==> src/core/cwg_pkg.sv <==
// Package with register map, field layouts, reset values and states of the waveform generator
package cwg_pkg;

  // ----------------------------------------------------------------
  // Register byte offsets on APB
  // ----------------------------------------------------------------
  localparam logic [7:0] OFF_CTRL = 8'h00;
  localparam logic [7:0] OFF_RIS = 8'h04;
  localparam logic [7:0] OFF_RSIM = 8'h08;
  localparam logic [7:0] OFF_FIS = 8'h0C;
  localparam logic [7:0] OFF_FSIM = 8'h10;
  localparam logic [7:0] OFF_DBR = 8'h14;
  localparam logic [7:0] OFF_DBF = 8'h18;
  localparam logic [7:0] OFF_BLKR = 8'h1C;
  localparam logic [7:0] OFF_BLKF = 8'h20;
  localparam logic [7:0] OFF_PHR = 8'h24;
  localparam logic [7:0] OFF_PHF = 8'h28;
  localparam logic [7:0] OFF_STEER = 8'h2C;
  localparam logic [7:0] OFF_STAT = 8'h30;

  // ----------------------------------------------------------------
  // Field encodings, widths and reset values
  // ----------------------------------------------------------------
  localparam logic [2:0] MODE_HB = 3'h4;
  localparam logic [2:0] MODE_PP = 3'h5;
  localparam logic [1:0] CS_OSC = 2'h0;
  localparam logic [1:0] CS_FOSC4 = 2'h1;
  localparam logic [1:0] CS_FOSC = 2'h2;
  localparam int SRC_N = 8;
  localparam int CNT_W = 6;
  localparam int CTRL_W = 5;
  localparam logic [4:0] CTRL_RST = 5'h00;
  localparam logic [3:0] STEER_RST = 4'hF;
  localparam logic [7:0] SRC_RST = 8'h00;
  localparam logic [5:0] CNT_RST = 6'h00;
  localparam logic [1:0] DIV4_LAST = 2'h3;
  localparam logic [5:0] CNT_ONE = 6'h01;

  // Control register layout: clock select above mode
  typedef struct packed {
    logic [1:0] cs;
    logic [2:0] mode;
  } cwg_ctrl_t;

  // Steering of primary to A/C and complementary to B/D
  typedef struct packed {
    logic to_d;
    logic to_c;
    logic to_b;
    logic to_a;
  } cwg_steer_t;

  // Sequencer states, one-hot
  typedef enum logic [4:0] {
    ST_IDLE = 5'h01,
    ST_RPH = 5'h02,
    ST_RDB = 5'h04,
    ST_FPH = 5'h08,
    ST_FDB = 5'h10
  } cwg_state_t;

endpackage

==> src/core/cwg_top.sv <==
// Complementary waveform generator with APB register file
`timescale 1ns/1ns

module cwg_top (
  input wire logic pclk,
  input wire logic presetn,
  input wire logic psel,
  input wire logic penable,
  input wire logic pwrite,
  input wire logic [7:0] paddr,
  input wire logic [31:0] pwdata,
  output logic [31:0] prdata,
  output logic pready,
  output logic pslverr,
  input wire logic osc_tick,
  input wire logic [7:0] rise_src,
  input wire logic [7:0] fall_src,
  output logic drive_out_a,
  output logic drive_out_b,
  output logic drive_out_c,
  output logic drive_out_d
);

  // ----------------------------------------------------------------
  // Registers and internal state
  // ----------------------------------------------------------------
  cwg_pkg::cwg_ctrl_t ctrl_r;
  cwg_pkg::cwg_steer_t steer_r;
  cwg_pkg::cwg_state_t state_r;
  logic [7:0] ris_r, rsim_r, fis_r, fsim_r;
  logic [5:0] dbr_r, dbf_r, blkr_r, blkf_r, phr_r, phf_r;
  logic [5:0] cnt_r, blank_rise_r, blank_fall_r;
  logic [7:0] rise_q_r, rise_p_r, fall_q_r, fall_p_r;
  logic rise_comb_r, fall_comb_r;
  logic [1:0] div_r;
  logic prim_r, comp_r, pair_r;
  logic ref_tick, active, acc, wr_en;
  logic [7:0] rise_sig, fall_sig;
  logic rise_comb, fall_comb, rise_ev, fall_ev;
  logic [31:0] rd_nxt;
  logic map_hit;

  assign active = (ctrl_r.mode == cwg_pkg::MODE_HB) || (ctrl_r.mode == cwg_pkg::MODE_PP);
  assign acc = psel && penable;
  assign wr_en = acc && pready && pwrite;

  // ----------------------------------------------------------------
  // Reference clock selection
  // ----------------------------------------------------------------
  // Free divider for the system clock over four
  always_ff @(posedge pclk or negedge presetn) begin
    if (!presetn) begin
      div_r <= 2'h0;
    end else begin
      div_r <= div_r + 2'h1;
    end
  end

  // Oscillator tick arrives as an enable; reserved select stops all timers
  always_comb begin
    case (ctrl_r.cs)
      cwg_pkg::CS_OSC: ref_tick = osc_tick;
      cwg_pkg::CS_FOSC4: ref_tick = (div_r == cwg_pkg::DIV4_LAST);
      cwg_pkg::CS_FOSC: ref_tick = 1'b1;
      default: ref_tick = 1'b0;
    endcase
  end

  // ----------------------------------------------------------------
  // Event input detection
  // ----------------------------------------------------------------
  // Resample on the reference tick so one edge gives one event
  always_ff @(posedge pclk or negedge presetn) begin
    if (!presetn) begin
      rise_q_r <= cwg_pkg::SRC_RST;
      rise_p_r <= cwg_pkg::SRC_RST;
      fall_q_r <= cwg_pkg::SRC_RST;
      fall_p_r <= cwg_pkg::SRC_RST;
    end else if (ref_tick) begin
      rise_q_r <= rise_src;
      rise_p_r <= rise_q_r;
      fall_q_r <= fall_src;
      fall_p_r <= fall_q_r;
    end
  end

  // Falling sources are inverted so that the OR rises on their activity
  assign rise_sig = (rsim_r & rise_q_r & ~rise_p_r) | (~rsim_r & rise_q_r);
  assign fall_sig = (fsim_r & ~fall_q_r & fall_p_r) | (~fsim_r & ~fall_q_r);
  assign rise_comb = |(ris_r & rise_sig);
  assign fall_comb = |(fis_r & fall_sig);

  always_ff @(posedge pclk or negedge presetn) begin
    if (!presetn) begin
      rise_comb_r <= 1'b0;
      fall_comb_r <= 1'b0;
    end else if (ref_tick) begin
      rise_comb_r <= rise_comb;
      fall_comb_r <= fall_comb;
    end
  end

  // Blanked events are dropped, not held over
  assign rise_ev = active && ref_tick && rise_comb && !rise_comb_r
                   && (blank_rise_r == cwg_pkg::CNT_RST);
  assign fall_ev = active && ref_tick && fall_comb && !fall_comb_r
                   && (blank_fall_r == cwg_pkg::CNT_RST);

  // ----------------------------------------------------------------
  // Blanking counters
  // ----------------------------------------------------------------
  // Rise inputs are blanked after a fall drive, fall inputs after a rise
  always_ff @(posedge pclk or negedge presetn) begin
    if (!presetn) begin
      blank_rise_r <= cwg_pkg::CNT_RST;
      blank_fall_r <= cwg_pkg::CNT_RST;
    end else begin
      if (fall_ev) begin
        blank_rise_r <= blkr_r;
      end else if (ref_tick && blank_rise_r != cwg_pkg::CNT_RST) begin
        blank_rise_r <= blank_rise_r - cwg_pkg::CNT_ONE;
      end
      if (rise_ev) begin
        blank_fall_r <= blkf_r;
      end else if (ref_tick && blank_fall_r != cwg_pkg::CNT_RST) begin
        blank_fall_r <= blank_fall_r - cwg_pkg::CNT_ONE;
      end
    end
  end

  // ----------------------------------------------------------------
  // Event sequencer: phase delay, then dead-band, then drive
  // ----------------------------------------------------------------
  // A falling event wins over a rising one in the same tick, ending drive
  always_ff @(posedge pclk or negedge presetn) begin
    if (!presetn) begin
      state_r <= cwg_pkg::ST_IDLE;
      cnt_r <= cwg_pkg::CNT_RST;
      prim_r <= 1'b0;
      comp_r <= 1'b0;
    end else if (!active) begin
      state_r <= cwg_pkg::ST_IDLE;
      prim_r <= 1'b0;
      comp_r <= 1'b0;
    end else if (fall_ev) begin
      prim_r <= 1'b0;
      if (phf_r != cwg_pkg::CNT_RST) begin
        state_r <= cwg_pkg::ST_FPH;
        cnt_r <= phf_r;
      end else if (dbf_r != cwg_pkg::CNT_RST) begin
        state_r <= cwg_pkg::ST_FDB;
        cnt_r <= dbf_r;
      end else begin
        state_r <= cwg_pkg::ST_IDLE;
        comp_r <= 1'b1;
      end
    end else if (rise_ev) begin
      if (phr_r != cwg_pkg::CNT_RST) begin
        state_r <= cwg_pkg::ST_RPH;
        cnt_r <= phr_r;
      end else if (dbr_r != cwg_pkg::CNT_RST) begin
        comp_r <= 1'b0;
        state_r <= cwg_pkg::ST_RDB;
        cnt_r <= dbr_r;
      end else begin
        comp_r <= 1'b0;
        prim_r <= 1'b1;
        state_r <= cwg_pkg::ST_IDLE;
      end
    end else if (ref_tick && cnt_r != cwg_pkg::CNT_RST) begin
      cnt_r <= cnt_r - cwg_pkg::CNT_ONE;
      if (cnt_r == cwg_pkg::CNT_ONE) begin
        case (state_r)
          cwg_pkg::ST_RPH: begin
            comp_r <= 1'b0;
            if (dbr_r != cwg_pkg::CNT_RST) begin
              state_r <= cwg_pkg::ST_RDB;
              cnt_r <= dbr_r;
            end else begin
              prim_r <= 1'b1;
              state_r <= cwg_pkg::ST_IDLE;
            end
          end
          cwg_pkg::ST_FPH: begin
            if (dbf_r != cwg_pkg::CNT_RST) begin
              state_r <= cwg_pkg::ST_FDB;
              cnt_r <= dbf_r;
            end else begin
              comp_r <= 1'b1;
              state_r <= cwg_pkg::ST_IDLE;
            end
          end
          cwg_pkg::ST_RDB: begin
            prim_r <= 1'b1;
            state_r <= cwg_pkg::ST_IDLE;
          end
          cwg_pkg::ST_FDB: begin
            comp_r <= 1'b1;
            state_r <= cwg_pkg::ST_IDLE;
          end
          default: state_r <= cwg_pkg::ST_IDLE;
        endcase
      end
    end
  end

  // Push-pull pair select flips on every accepted rising event in push-pull mode
  always_ff @(posedge pclk or negedge presetn) begin
    if (!presetn) begin
      pair_r <= 1'b1;
    end else if (rise_ev && ctrl_r.mode == cwg_pkg::MODE_PP) begin
      pair_r <= !pair_r;
    end
  end

  // ----------------------------------------------------------------
  // Output mapping, registered for clean pins
  // ----------------------------------------------------------------
  always_ff @(posedge pclk or negedge presetn) begin
    if (!presetn) begin
      drive_out_a <= 1'b0;
      drive_out_b <= 1'b0;
      drive_out_c <= 1'b0;
      drive_out_d <= 1'b0;
    end else if (ctrl_r.mode == cwg_pkg::MODE_HB) begin
      drive_out_a <= prim_r && steer_r.to_a;
      drive_out_c <= prim_r && steer_r.to_c;
      drive_out_b <= comp_r && steer_r.to_b;
      drive_out_d <= comp_r && steer_r.to_d;
    end else if (ctrl_r.mode == cwg_pkg::MODE_PP) begin
      drive_out_a <= prim_r && !pair_r;
      drive_out_c <= prim_r && !pair_r;
      drive_out_b <= prim_r && pair_r;
      drive_out_d <= prim_r && pair_r;
    end else begin
      drive_out_a <= 1'b0;
      drive_out_b <= 1'b0;
      drive_out_c <= 1'b0;
      drive_out_d <= 1'b0;
    end
  end

  // ----------------------------------------------------------------
  // APB slave
  // ----------------------------------------------------------------
  // Read mux; unmapped addresses answer zero with an error
  always_comb begin
    map_hit = 1'b1;
    rd_nxt = 32'h0;
    case (paddr)
      cwg_pkg::OFF_CTRL: rd_nxt = {27'h0, ctrl_r};
      cwg_pkg::OFF_RIS: rd_nxt = {24'h0, ris_r};
      cwg_pkg::OFF_RSIM: rd_nxt = {24'h0, rsim_r};
      cwg_pkg::OFF_FIS: rd_nxt = {24'h0, fis_r};
      cwg_pkg::OFF_FSIM: rd_nxt = {24'h0, fsim_r};
      cwg_pkg::OFF_DBR: rd_nxt = {26'h0, dbr_r};
      cwg_pkg::OFF_DBF: rd_nxt = {26'h0, dbf_r};
      cwg_pkg::OFF_BLKR: rd_nxt = {26'h0, blkr_r};
      cwg_pkg::OFF_BLKF: rd_nxt = {26'h0, blkf_r};
      cwg_pkg::OFF_PHR: rd_nxt = {26'h0, phr_r};
      cwg_pkg::OFF_PHF: rd_nxt = {26'h0, phf_r};
      cwg_pkg::OFF_STEER: rd_nxt = {28'h0, steer_r};
      cwg_pkg::OFF_STAT: rd_nxt = {25'h0, pair_r, comp_r, prim_r,
                                   drive_out_d, drive_out_c, drive_out_b, drive_out_a};
      default: map_hit = 1'b0;
    endcase
  end

  // One wait state: answer lands on the second access cycle
  always_ff @(posedge pclk or negedge presetn) begin
    if (!presetn) begin
      pready <= 1'b0;
      pslverr <= 1'b0;
      prdata <= 32'h0;
    end else begin
      pready <= acc && !pready;
      pslverr <= acc && !pready && !map_hit;
      prdata <= (acc && !pready && !pwrite) ? rd_nxt : 32'h0;
    end
  end

  // Register writes on the completing access edge only
  always_ff @(posedge pclk or negedge presetn) begin
    if (!presetn) begin
      ctrl_r <= cwg_pkg::CTRL_RST;
      steer_r <= cwg_pkg::STEER_RST;
      ris_r <= cwg_pkg::SRC_RST;
      rsim_r <= cwg_pkg::SRC_RST;
      fis_r <= cwg_pkg::SRC_RST;
      fsim_r <= cwg_pkg::SRC_RST;
      dbr_r <= cwg_pkg::CNT_RST;
      dbf_r <= cwg_pkg::CNT_RST;
      blkr_r <= cwg_pkg::CNT_RST;
      blkf_r <= cwg_pkg::CNT_RST;
      phr_r <= cwg_pkg::CNT_RST;
      phf_r <= cwg_pkg::CNT_RST;
    end else if (wr_en) begin
      case (paddr)
        cwg_pkg::OFF_CTRL: ctrl_r <= cwg_pkg::cwg_ctrl_t'(pwdata[4:0]);
        cwg_pkg::OFF_RIS: ris_r <= pwdata[7:0];
        cwg_pkg::OFF_RSIM: rsim_r <= pwdata[7:0];
        cwg_pkg::OFF_FIS: fis_r <= pwdata[7:0];
        cwg_pkg::OFF_FSIM: fsim_r <= pwdata[7:0];
        cwg_pkg::OFF_DBR: dbr_r <= pwdata[5:0];
        cwg_pkg::OFF_DBF: dbf_r <= pwdata[5:0];
        cwg_pkg::OFF_BLKR: blkr_r <= pwdata[5:0];
        cwg_pkg::OFF_BLKF: blkf_r <= pwdata[5:0];
        cwg_pkg::OFF_PHR: phr_r <= pwdata[5:0];
        cwg_pkg::OFF_PHF: phf_r <= pwdata[5:0];
        cwg_pkg::OFF_STEER: steer_r <= cwg_pkg::cwg_steer_t'(pwdata[3:0]);
        default: ;
      endcase
    end
  end
endmodule

==> config.mk <==
export PLATFORM = sky130hd
export DESIGN_NAME = cwg_top
export DESIGN_NICKNAME = d
export VERILOG_FILES = /design/src/core/cwg_pkg.sv /design/src/core/cwg_top.sv
export SDC_FILE = /design/constraint.sdc
export NUM_CORES = 1
export LEC_CHECK = 0
export CORE_UTILIZATION = 45
export CTS_CLUSTER_DIAMETER = 150
export CTS_CLUSTER_SIZE = 10
export DETAILED_ROUTE_END_ITERATION = 16
export DONT_BUFFER_PORTS = 1
export RECOVER_POWER = 50
export SLEW_MARGIN = 0
export SYNTH_ARGS = -nofsm -noshare
export SYNTH_HDL_FRONTEND = slang
export SYNTH_SLANG_ARGS = --single-unit
export TNS_END_PERCENT = 5
==> constraint.sdc <==
create_clock -name pclk -period 3.5 [get_ports pclk]
set_clock_uncertainty 0.05 [all_clocks]
set_input_delay 0.175 -clock pclk [delete_from_list [all_inputs] [get_ports pclk]]
set_output_delay 0.175 -clock pclk [all_outputs]
set_load 0.01 [all_outputs]
==> flow_metrics.env, run 1 <==
export IMPL_outcome="finished with violations"
export IMPL_violations="design-rule violations, negative hold slack"
export IMPL_drt_initial_drc_count=567
export IMPL_num_nets_final=825
export IMPL_p_int_uw=3250
export IMPL_grt_max_degree=154
export IMPL_clock_power_share_pct=45.7
export IMPL_final_util_pct=52.4
export IMPL_placed_area_um2=7750
export IMPL_cts_tree="done"
export IMPL_crit_required_ps=3760
export IMPL_numClockSinks=153
export IMPL_overflow=0
export IMPL_clockBufferDepth=2
export IMPL_ir_worst_vdd_v=0.000463
export IMPL_drcViolationCount=2
export IMPL_synth_top_area_share_pct=48.6
export IMPL_layout_commonest_cell="nand2_1"
export IMPL_p_sw_share_pct=23.7
export IMPL_wire_per_inst_um=19.9
export IMPL_cts_buffers=17
export IMPL_grt_pass1_vias=5845
export IMPL_drtPass1Iterations=14
export IMPL_dp_cells=931
export IMPL_cp_arrival_ps=3140
export IMPL_yosysSeqAreaShare_pct=50.7
export IMPL_io_pin_count=100
export IMPL_track_usage_pct=24.3
export IMPL_row_count=47
export IMPL_die_area_um2=17300
export IMPL_power_density_nw_per_um2=492
export IMPL_portBuffers=0
export IMPL_worstRegToRegCells=8
export IMPL_die_width_um=132
export IMPL_drv_slew=0
export IMPL_critPathLaunchType="flip-flop"
export IMPL_drv_cap=0
export IMPL_synthesis_area_um2=7570
export IMPL_critPathKind="reg -> reg"
export IMPL_drt_wl_total_um=19700
export IMPL_start_util_pct=45.8
export IMPL_gp_congestion=0.864
export IMPL_rsz0062_at_grt="no"
export IMPL_htreeDepth=4
export IMPL_p_sw_uw=1010
export IMPL_async_flop_share_pct=100
export IMPL_cts_setup_buffers=0
export IMPL_clock_fmax_ghz=0.347
export IMPL_endpoint_kind="flip-flop"
export IMPL_cts_root_buf="clkbuf_16"
export IMPL_hold_worst_slack_ps=-611
export IMPL_antenna_found_initial=0
export IMPL_hold_viol_final=153
export IMPL_setup_violations=0
export IMPL_synth_cell_types=60
export IMPL_syn_avg_cell_area_um2=10.5
export IMPL_finalCritPeriodShare_pct=82.4
export IMPL_die_h_um=132
export IMPL_syn_to_final_growth_pct=14.5
export IMPL_num_vias=5695
export IMPL_slew_headroom_pct=49.8
export IMPL_p_leak_uw=0.00402
export IMPL_worst_skew_pair_late_latency_ps=430
export IMPL_drive_gt1_share_pct=18.5
export IMPL_synth_area_leader_cell="dfrtp_1"
export IMPL_path_max_fanout=10
export IMPL_layout_common_cells="nand2_1, dfrtp_1, mux2_2, nor2_1"
export IMPL_num_antenna_cells=0
export IMPL_cts_hold_fix_buffers=28
export IMPL_seq_power_share_pct=46.4
export IMPL_synth_enable_flop_cells=0
export IMPL_synth_seq_cells=153
export IMPL_clk_pin_slew_ps=60
export IMPL_comb_power_share_pct=7.8
export IMPL_fin_setup_tns_ps=0
export IMPL_cts_resized=0
export IMPL_synth_warning_count=0
export IMPL_tightest_slew_ps=751
export IMPL_power_uw=4260
export IMPL_postLayoutCellArea_um2=8660
export IMPL_via_per_inst=5.75
export IMPL_synth_top_cells_by_area="dfrtp_1, mux2_2, nand2_1"
export IMPL_period_needed_ps=2890
export IMPL_synth_flop_cell="dfrtp_1"
export IMPL_synthCells=724
export IMPL_hold_class="in -> async"
export IMPL_n_fill_cell=1491
export IMPL_fin_cells=991
export IMPL_dp_hpwl_um=13800
export IMPL_grt_pass1_wl_um=32500
export IMPL_core_area_um2=16500
export IMPL_ant_nets=0
final timing paths:
| path | slack, ps | start | endpoint |
|---|---|---|---|
| worst max-delay path | 610 | div_r[0]$_DFF_PN0_ | cnt_r[5]$_DFFE_PN0P_ |
| worst min register to register | 380 | div_r[0]$_DFF_PN0_ | div_r[0]$_DFF_PN0_ |
| min in group pclk | 30 | paddr[0] | pslverr$_DFF_PN0_ |
| worst min-delay path | -610 | presetn | blank_fall_r[2]$_DFFE_PN0P_ |
| worst max register to register | 610 | div_r[0]$_DFF_PN0_ | cnt_r[5]$_DFFE_PN0P_ |
| max in group asynchronous | 3720 | presetn | pair_r$_DFFE_PN1P_ |
power by group through the flow:
stage / combinational, uW / clock, uW / sequential [uW]
2_1_floorplan: 265 / 0 / 1990
3_3_place_gp: 276 / 0 / 2000
3_5_place_dp: 289 / 0 / 2010
4_1_cts: 336 / 1980 / 1980
5_1_grt: 391 / 2060 / 1990
6_report: 334 / 1950 / 1980
state kept, by name (all words and copies together), names as in the netlist, 8 cells and up:
signal,cells
fis_r,8
fall_p_r,8
rise_q_r,8
fall_q_r,8
ris_r,8
rsim_r,8
prdata,8
fsim_r,8
rise_p_r,8
routing by layer:
layer	vias to the layer above	part of all wire, %	global-route usage, %
met3	35	4.8	5.09
met4	0	2.9	9.56
met2	166	48	39.3
met1	2868	44	32.0
met5	-	0	0
li1	2626	-	-
logic make-up (layout without fill, tap and decap cells):
group	Yosys count	count (layout)	share of synthesized area, %
flip-flops	153	153	50.7
buffers and inverters	63	87	4.45
XOR/XNOR	16	16	1.85
other	1	24	0.0496
AO/OA/AOI/OAI	137	137	13.0
AND/OR/NAND/NOR	265	265	16.4
multiplexers	84	84	12.7
adder cells (fa/ha/maj)	5	5	0.827
through the flow:
step	hold WS [ps]	setup WS, ps
2_1_floorplan	-171	986
3_3_place_gp	-164	661
3_5_place_dp	-164	638
4_1_cts	-622	614
5_1_grt	-624	470
6_report	-611	615
critical path, stage by stage, from the launching register on:
cell and delay (ps):
dfrtp_1 350, ha_1 190, nand2b_4 70, a21o_1 290, or4_4 550, or2_0 390, a221oi_2 390, o21ai_4 150
mux2_4 320
synth_stat cells (8+ instances only):
master	instances
nand2_1	148
dfrtp_1	147
mux2_2	78
nor2_1	32
a22oi_1	28
a21oi_1	26
buf_4	24
o21ai_0	20
clkbuf_1	19
inv_1	14
nor3_1	14
nand2b_1	9
nand3_1	9
nor2b_1	9
xnor2_1	9
a222oi_1	8
or4_1	8
final cells by class:
type | count | area (um2) | area share [%]
Clock buffer | 23 | 498 | 5.75
Timing Repair Buffer | 41 | 378 | 4.36
Clock inverter | 9 | 134 | 1.55
Tap cell | 220 | 275 | 3.18
Multi-Input combinational cell | 531 | 3490 | 40.3
Sequential cell | 153 | 3840 | 44.3
Inverter | 14 | 52.6 | 0.607
No activity file was read; power rests on OpenSTA's default activity.
==> run 2: changes to the inputs <==
==> constraint.sdc (replaced) <==
create_clock -name pclk -period 2.9 [get_ports pclk]
set_clock_uncertainty 0.05 [all_clocks]
set_input_delay 0.145 -clock pclk [delete_from_list [all_inputs] [get_ports pclk]]
set_output_delay 0.145 -clock pclk [all_outputs]
set_load 0.01 [all_outputs]
==> run 2 against run 1 <==
Against the previous run: the flow still finishes with violations (design-rule violations, negative hold slack); sequential cell count unchanged; count of clock-buffer cells in the layout down 2; highest routed layer unchanged; clock power up 16%; non-clock buffer count up 7; combinational power increased by 22%; register-to-register slack got worse by 460 ps.
==> flow_metrics.env, run 2 (same netlist as run 1, synthesis figures left out) <==
export IMPL_cts_resized=0
export IMPL_crit_chain="ha_1 -> nand2b_4 -> a21o_1 -> or4_4 -> nor3_1 -> a221oi_2 -> o21ai_4 -> mux2_4"
export IMPL_outcome="finished with violations"
export IMPL_antenna_found_initial=0
export IMPL_path_max_fanout=7
export IMPL_htreeDepth=4
export IMPL_cts_tree="done"
export IMPL_row_count=47
export IMPL_die_h_um=132
export IMPL_numClockSinks=153
export IMPL_reg2reg_slack_ps=150
export IMPL_finalCritPeriodShare_pct=94.8
export IMPL_clk_pin_slew_ps=60
export IMPL_critPathKind="reg -> reg"
export IMPL_seq_power_share_pct=47.3
export IMPL_layout_commonest_cell="nand2_1"
export IMPL_p_leak_uw=0.00404
export IMPL_p_int_uw=3860
export IMPL_clockBufferDepth=2
export IMPL_worstReg2RegEnd="cnt_r[2]$_DFFE_PN0P_"
export IMPL_portBuffers=0
export IMPL_hold_viol_final=153
export IMPL_num_antenna_cells=0
export IMPL_power_density_nw_per_um2=582
export IMPL_worstRegToRegCells=8
export IMPL_io_pin_count=100
export IMPL_die_area_um2=17300
export IMPL_ant_nets=0
export IMPL_drcViolationCount=2
export IMPL_slew_headroom_pct=52.4
export IMPL_violations="design-rule violations, negative hold slack"
export IMPL_grt_pass1_wl_um=32100
export IMPL_hold_class="in -> async"
export IMPL_clock_fmax_ghz=0.364
export IMPL_drt_initial_drc_count=400
export IMPL_cts_root_buf="clkbuf_16"
export IMPL_num_nets_final=832
export IMPL_cp_arrival_ps=3010
export IMPL_overflow=0
export IMPL_hold_worst_slack_ps=-638
export IMPL_cts_buffers=17
export IMPL_multi_input_area_um2=3490
export IMPL_critPathLaunchType="flip-flop"
export IMPL_seq_area_um2=3840
export IMPL_via_per_inst=5.79
export IMPL_wire_per_inst_um=20.0
export IMPL_n_fill_cell=1511
export IMPL_cts_hold_fix_buffers=29
export IMPL_cts_setup_buffers=0
export IMPL_ir_worst_vdd_v=0.000420
export IMPL_tightest_slew_ps=711
export IMPL_r2r_start="div_r[0]$_DFF_PN0_"
export IMPL_crit_slowest_cell="or4_4"
export IMPL_period_needed_ps=2750
export IMPL_fin_setup_tns_ps=0
export IMPL_drtPass1Iterations=12
export IMPL_start_util_pct=45.8
export IMPL_clock_power_share_pct=44.6
export IMPL_layout_common_cells="nand2_1, dfrtp_1, mux2_2, nor2_1, dlygate4sd3_1"
export IMPL_track_usage_pct=24.2
export IMPL_drv_cap=0
export IMPL_p_sw_share_pct=23.7
export IMPL_num_vias=5781
export IMPL_dp_hpwl_um=14300
export IMPL_syn_to_final_growth_pct=14.9
export IMPL_endpoint_kind="flip-flop"
export IMPL_rsz0062_at_grt="no"
export IMPL_max_stage_delay_ps=550
export IMPL_p_sw_uw=1200
export IMPL_die_width_um=132
export IMPL_comb_power_share_pct=8.1
export IMPL_grt_max_degree=154
export IMPL_crit_required_ps=3160
export IMPL_worst_skew_pair_late_latency_ps=430
export IMPL_gp_congestion=0.899
export IMPL_setup_violations=0
export IMPL_drv_slew=0
export IMPL_core_area_um2=16500
export IMPL_grt_pass1_vias=5746
export IMPL_drive_gt1_share_pct=19.0
export IMPL_drt_wl_total_um=20000
==> run 2: per-stage QoR <==
stage | total power [uW] | instances | worst slack (ps) | cell area (um2) | util [%]
finish | 5050 | 998 | 150 | 8690 | 52.6
global route | 5270 | 998 | 31.7 | 8690 | 52.6
CTS | 5110 | 998 | 165 | 8690 | 52.6
detailed placement | 2780 | 937 | 185 | 7790 | 47.2
global placement | 2750 | 937 | 233 | 7790 | 47.2
floorplan | 2720 | 747 | 386 | 7650 | -
==> run 2: worst max path at each step <==
stage	depth (start not counted)	slack, ps	to	start
2_1_floorplan	9	390	cnt_r[2]$_DFFE_PN0P_	div_r[0]$_DFF_PN0_
3_3_place_gp	8	230	cnt_r[2]$_DFFE_PN0P_	div_r[0]$_DFF_PN0_
3_5_place_dp	8	180	cnt_r[2]$_DFFE_PN0P_	div_r[0]$_DFF_PN0_
4_1_cts	8	170	cnt_r[2]$_DFFE_PN0P_	div_r[0]$_DFF_PN0_
5_1_grt	8	30	cnt_r[5]$_DFFE_PN0P_	div_r[0]$_DFF_PN0_
6_report	8	150	cnt_r[2]$_DFFE_PN0P_	div_r[0]$_DFF_PN0_
==> run 2: power by group through the flow <==
stage          Sequential [uW]  Combinational [uW]  Clock [uW]
3_5_place_dp              2430                 357           0
3_3_place_gp              2420                 333           0
6_report                  2390                 408        2260
5_1_grt                   2410                 465        2390
2_1_floorplan             2400                 320           0
4_1_cts                   2390                 411        2310
==> run 2: per-layer routing <==
| metal | GRT usage, % | up-vias | routed length, um | share of wire, % |
|---|---|---|---|---|
| met3 | 4.48 | 39 | 1090 | 5.5 |
| met5 | 0 | - | 0 | 0 |
| li1 | - | 2642 | - | - |
| met2 | 39.5 | 197 | 9860 | 49 |
| met4 | 10.5 | 0 | 557 | 2.8 |
| met1 | 31.4 | 2903 | 8490 | 42 |
==> run 2: worst max-delay path: cells and delay by family (launching register included) <==
family | cells | cell delay (ps)
multiplexers | 1 | 330
AO/OA/AOI/OAI | 3 | 730
adder cells (fa/ha/maj) | 1 | 200
AND/OR/NAND/NOR | 3 | 960
flip-flops | 1 | 350
==> run 2: area by class of cell <==
cell class	count	area share, %
flip-flops and latches	153	44.1
clock buffers	21	5.30
clock inverters	11	1.68
repair buffers	48	4.98
multi-input cells	531	40.1
inverters	14	0.605
well taps	220	3.17
==> run 3: changes to the inputs <==
--- a/config.mk
+++ b/config.mk
@@ -5,11 +5,12 @@
 export SDC_FILE = /design/constraint.sdc
 export NUM_CORES = 1
 export LEC_CHECK = 0
+export BUFFER_PORTS_ARGS = -buffer_cell sky130_fd_sc_hd__buf_2
+export CORE_ASPECT_RATIO = 0.6
 export CORE_UTILIZATION = 45
 export CTS_CLUSTER_DIAMETER = 150
 export CTS_CLUSTER_SIZE = 10
 export DETAILED_ROUTE_END_ITERATION = 16
-export DONT_BUFFER_PORTS = 1
 export RECOVER_POWER = 50
 export SLEW_MARGIN = 0
 export SYNTH_ARGS = -nofsm -noshare
==> constraint.sdc (replaced) <==
create_clock -name pclk -period 3.1 [get_ports pclk]
set_clock_uncertainty 0.05 [all_clocks]
set_input_delay 0.155 -clock pclk [delete_from_list [all_inputs] [get_ports pclk]]
set_output_delay 0.155 -clock pclk [all_outputs]
set_load 0.01 [all_outputs]
==> run 3 against run 2 <==
Against the previous run: the flow finishes with violations (max-capacitance violations, max-slew violations); sequential cell count did not move; clock power shrank 11%; power shrank 7.2%; sequential power decreased by 7%; routed wire length rose by 12%; first-iteration DRC count up 36%; design area grew 1.7%; register-to-register slack improved by 70 ps; largest cell class unchanged.
==> flow_metrics.env, run 3 (same netlist as run 1, synthesis figures left out) <==
export IMPL_outcome="finished with violations"
export IMPL_violations="max-capacitance violations, max-slew violations"
export IMPL_endpoint_kind="flip-flop"
export IMPL_r2r_start="div_r[0]$_DFF_PN0_"
export IMPL_slew_headroom_pct=-39.9
export IMPL_drv_cap=1
export IMPL_start_util_pct=46.3
export IMPL_overflow=0
export IMPL_setup_violations=0
export IMPL_hold_worst_slack_ps=5.92
export IMPL_clk_pin_slew_ps=60
export IMPL_row_count=36
export IMPL_die_area_um2=17400
export IMPL_grt_max_degree=85
export IMPL_num_antenna_cells=0
export IMPL_gp_congestion=0.890
export IMPL_cp_arrival_ps=3140
export IMPL_grt_pass1_vias=5864
export IMPL_drv_slew=85
export IMPL_hold_start="pwdata[6]"
export IMPL_numClockSinks=153
export IMPL_crit_required_ps=3360
export IMPL_p_leak_uw=0.00416
export IMPL_tightest_slew_ps=2100
export IMPL_layout_commonest_cell="nand2_1"
export IMPL_io_pin_count=100
export IMPL_clockBufferDepth=2
export IMPL_antenna_found_initial=0
export IMPL_hold_class="in -> reg"
export IMPL_finalCritPeriodShare_pct=93.0
export IMPL_drcViolationCount=0
export IMPL_die_width_um=169
export IMPL_final_util_pct=54.0
export IMPL_drt_wl_total_um=22400
export IMPL_num_nets_final=880
export IMPL_rsz0062_at_grt="no"
export IMPL_period_needed_ps=2880
export IMPL_critPathLaunch="div_r[0]$_DFF_PN0_"
export IMPL_cts_root_buf="clkbuf_16"
export IMPL_dp_cells=1002
export IMPL_grt_pass1_wl_um=34700
export IMPL_cts_setup_buffers=0
export IMPL_via_per_inst=5.79
export IMPL_power_density_nw_per_um2=531
export IMPL_wire_per_inst_um=21.3
export IMPL_layout_common_cells="nand2_1, dfrtp_1, mux2_2, buf_2, nor2_1"
export IMPL_n_fill_cell=1484
export IMPL_drt_initial_drc_count=545
export IMPL_syn_to_final_growth_pct=16.8
export IMPL_critPathLaunchType="flip-flop"
export IMPL_path_max_fanout=6
export IMPL_fin_setup_tns_ps=0
export IMPL_clock_fmax_ghz=0.347
export IMPL_portBuffers=51
export IMPL_ir_worst_vdd_v=0.000351
export IMPL_die_h_um=102
export IMPL_drive_gt1_share_pct=23.0
export IMPL_fin_cells=1053
export IMPL_critPathKind="reg -> reg"
export IMPL_hold_viol_final=0
export IMPL_dp_hpwl_um=16400
export IMPL_cts_tree="done"
export IMPL_cts_buffers=17
export IMPL_ant_nets=0
export IMPL_worst_skew_pair_late_latency_ps=430
export IMPL_htreeDepth=4
export IMPL_num_vias=6095
export IMPL_core_area_um2=16400
export IMPL_drtPass1Iterations=6
export IMPL_track_usage_pct=27.3
[run 3: final cells by class]
| class | count | area, um2 | area share [%] |
|---|---|---|---|
| clock inverters | 12 | 119 | 1.35 |
| inverters | 14 | 52.6 | 0.595 |
| multi-input cells | 531 | 3490 | 39.5 |
| well taps | 228 | 285 | 3.23 |
| flip-flops and latches | 153 | 3840 | 43.4 |
| clock buffers | 19 | 443 | 5.01 |
| repair buffers | 96 | 612 | 6.93 |
[run 3: worst paths after layout]
path	depth (start not counted)	endpoint	slack, ps
worst max register to register	8	cnt_r[2]$_DFFE_PN0P_	220
max in group asynchronous	3	steer_r[2]$_DFFE_PN1P_	660
min in group asynchronous	2	blank_fall_r[5]$_DFFE_PN0P_	810
worst min register to register	1	div_r[0]$_DFF_PN0_	420
worst max-delay path	8	cnt_r[2]$_DFFE_PN0P_	220
worst min-delay path	2	ris_r[6]$_DFFE_PN0P_	6
[run 3: layer usage]
layer  track usage, %  vias to the layer above  share of wire, %
met5                0                        -                 0
met4             6.38                        0               1.3
met3             10.6                       31                11
met2             36.3                      263                39
met1             41.1                     3072                49
li1                 -                     2729                 -
[run 3: power by group]
part	total, uW	internal (uW)	switching (uW)
clock	2010	1130	875
sequential	2230	2130	106
combinational	447	180	267
[run 3: what timing repair did]
item,4_1_cts,5_1_grt
resized for setup,0,0
hold buffers,20,0
endpoints found under the hold margin,101,0
[run 3: through the flow]
step	area, um2	power [uW]	worst slack, ps
after floorplan	7650	2540	586
after global placement	8110	2670	292
after detailed placement	8110	2700	226
after CTS	8870	4720	218
after global routing	8830	4880	42.7
final	8830	4690	218
[run 3: worst max-delay path: stages, from the launching register on]
cell and delay (ps):
dfrtp_1 370, ha_1 220, nand2b_4 80, a21o_1 250
or4_4 560, nor3_1 430, a221oi_2 160, o21ai_4 310
mux2_4 330
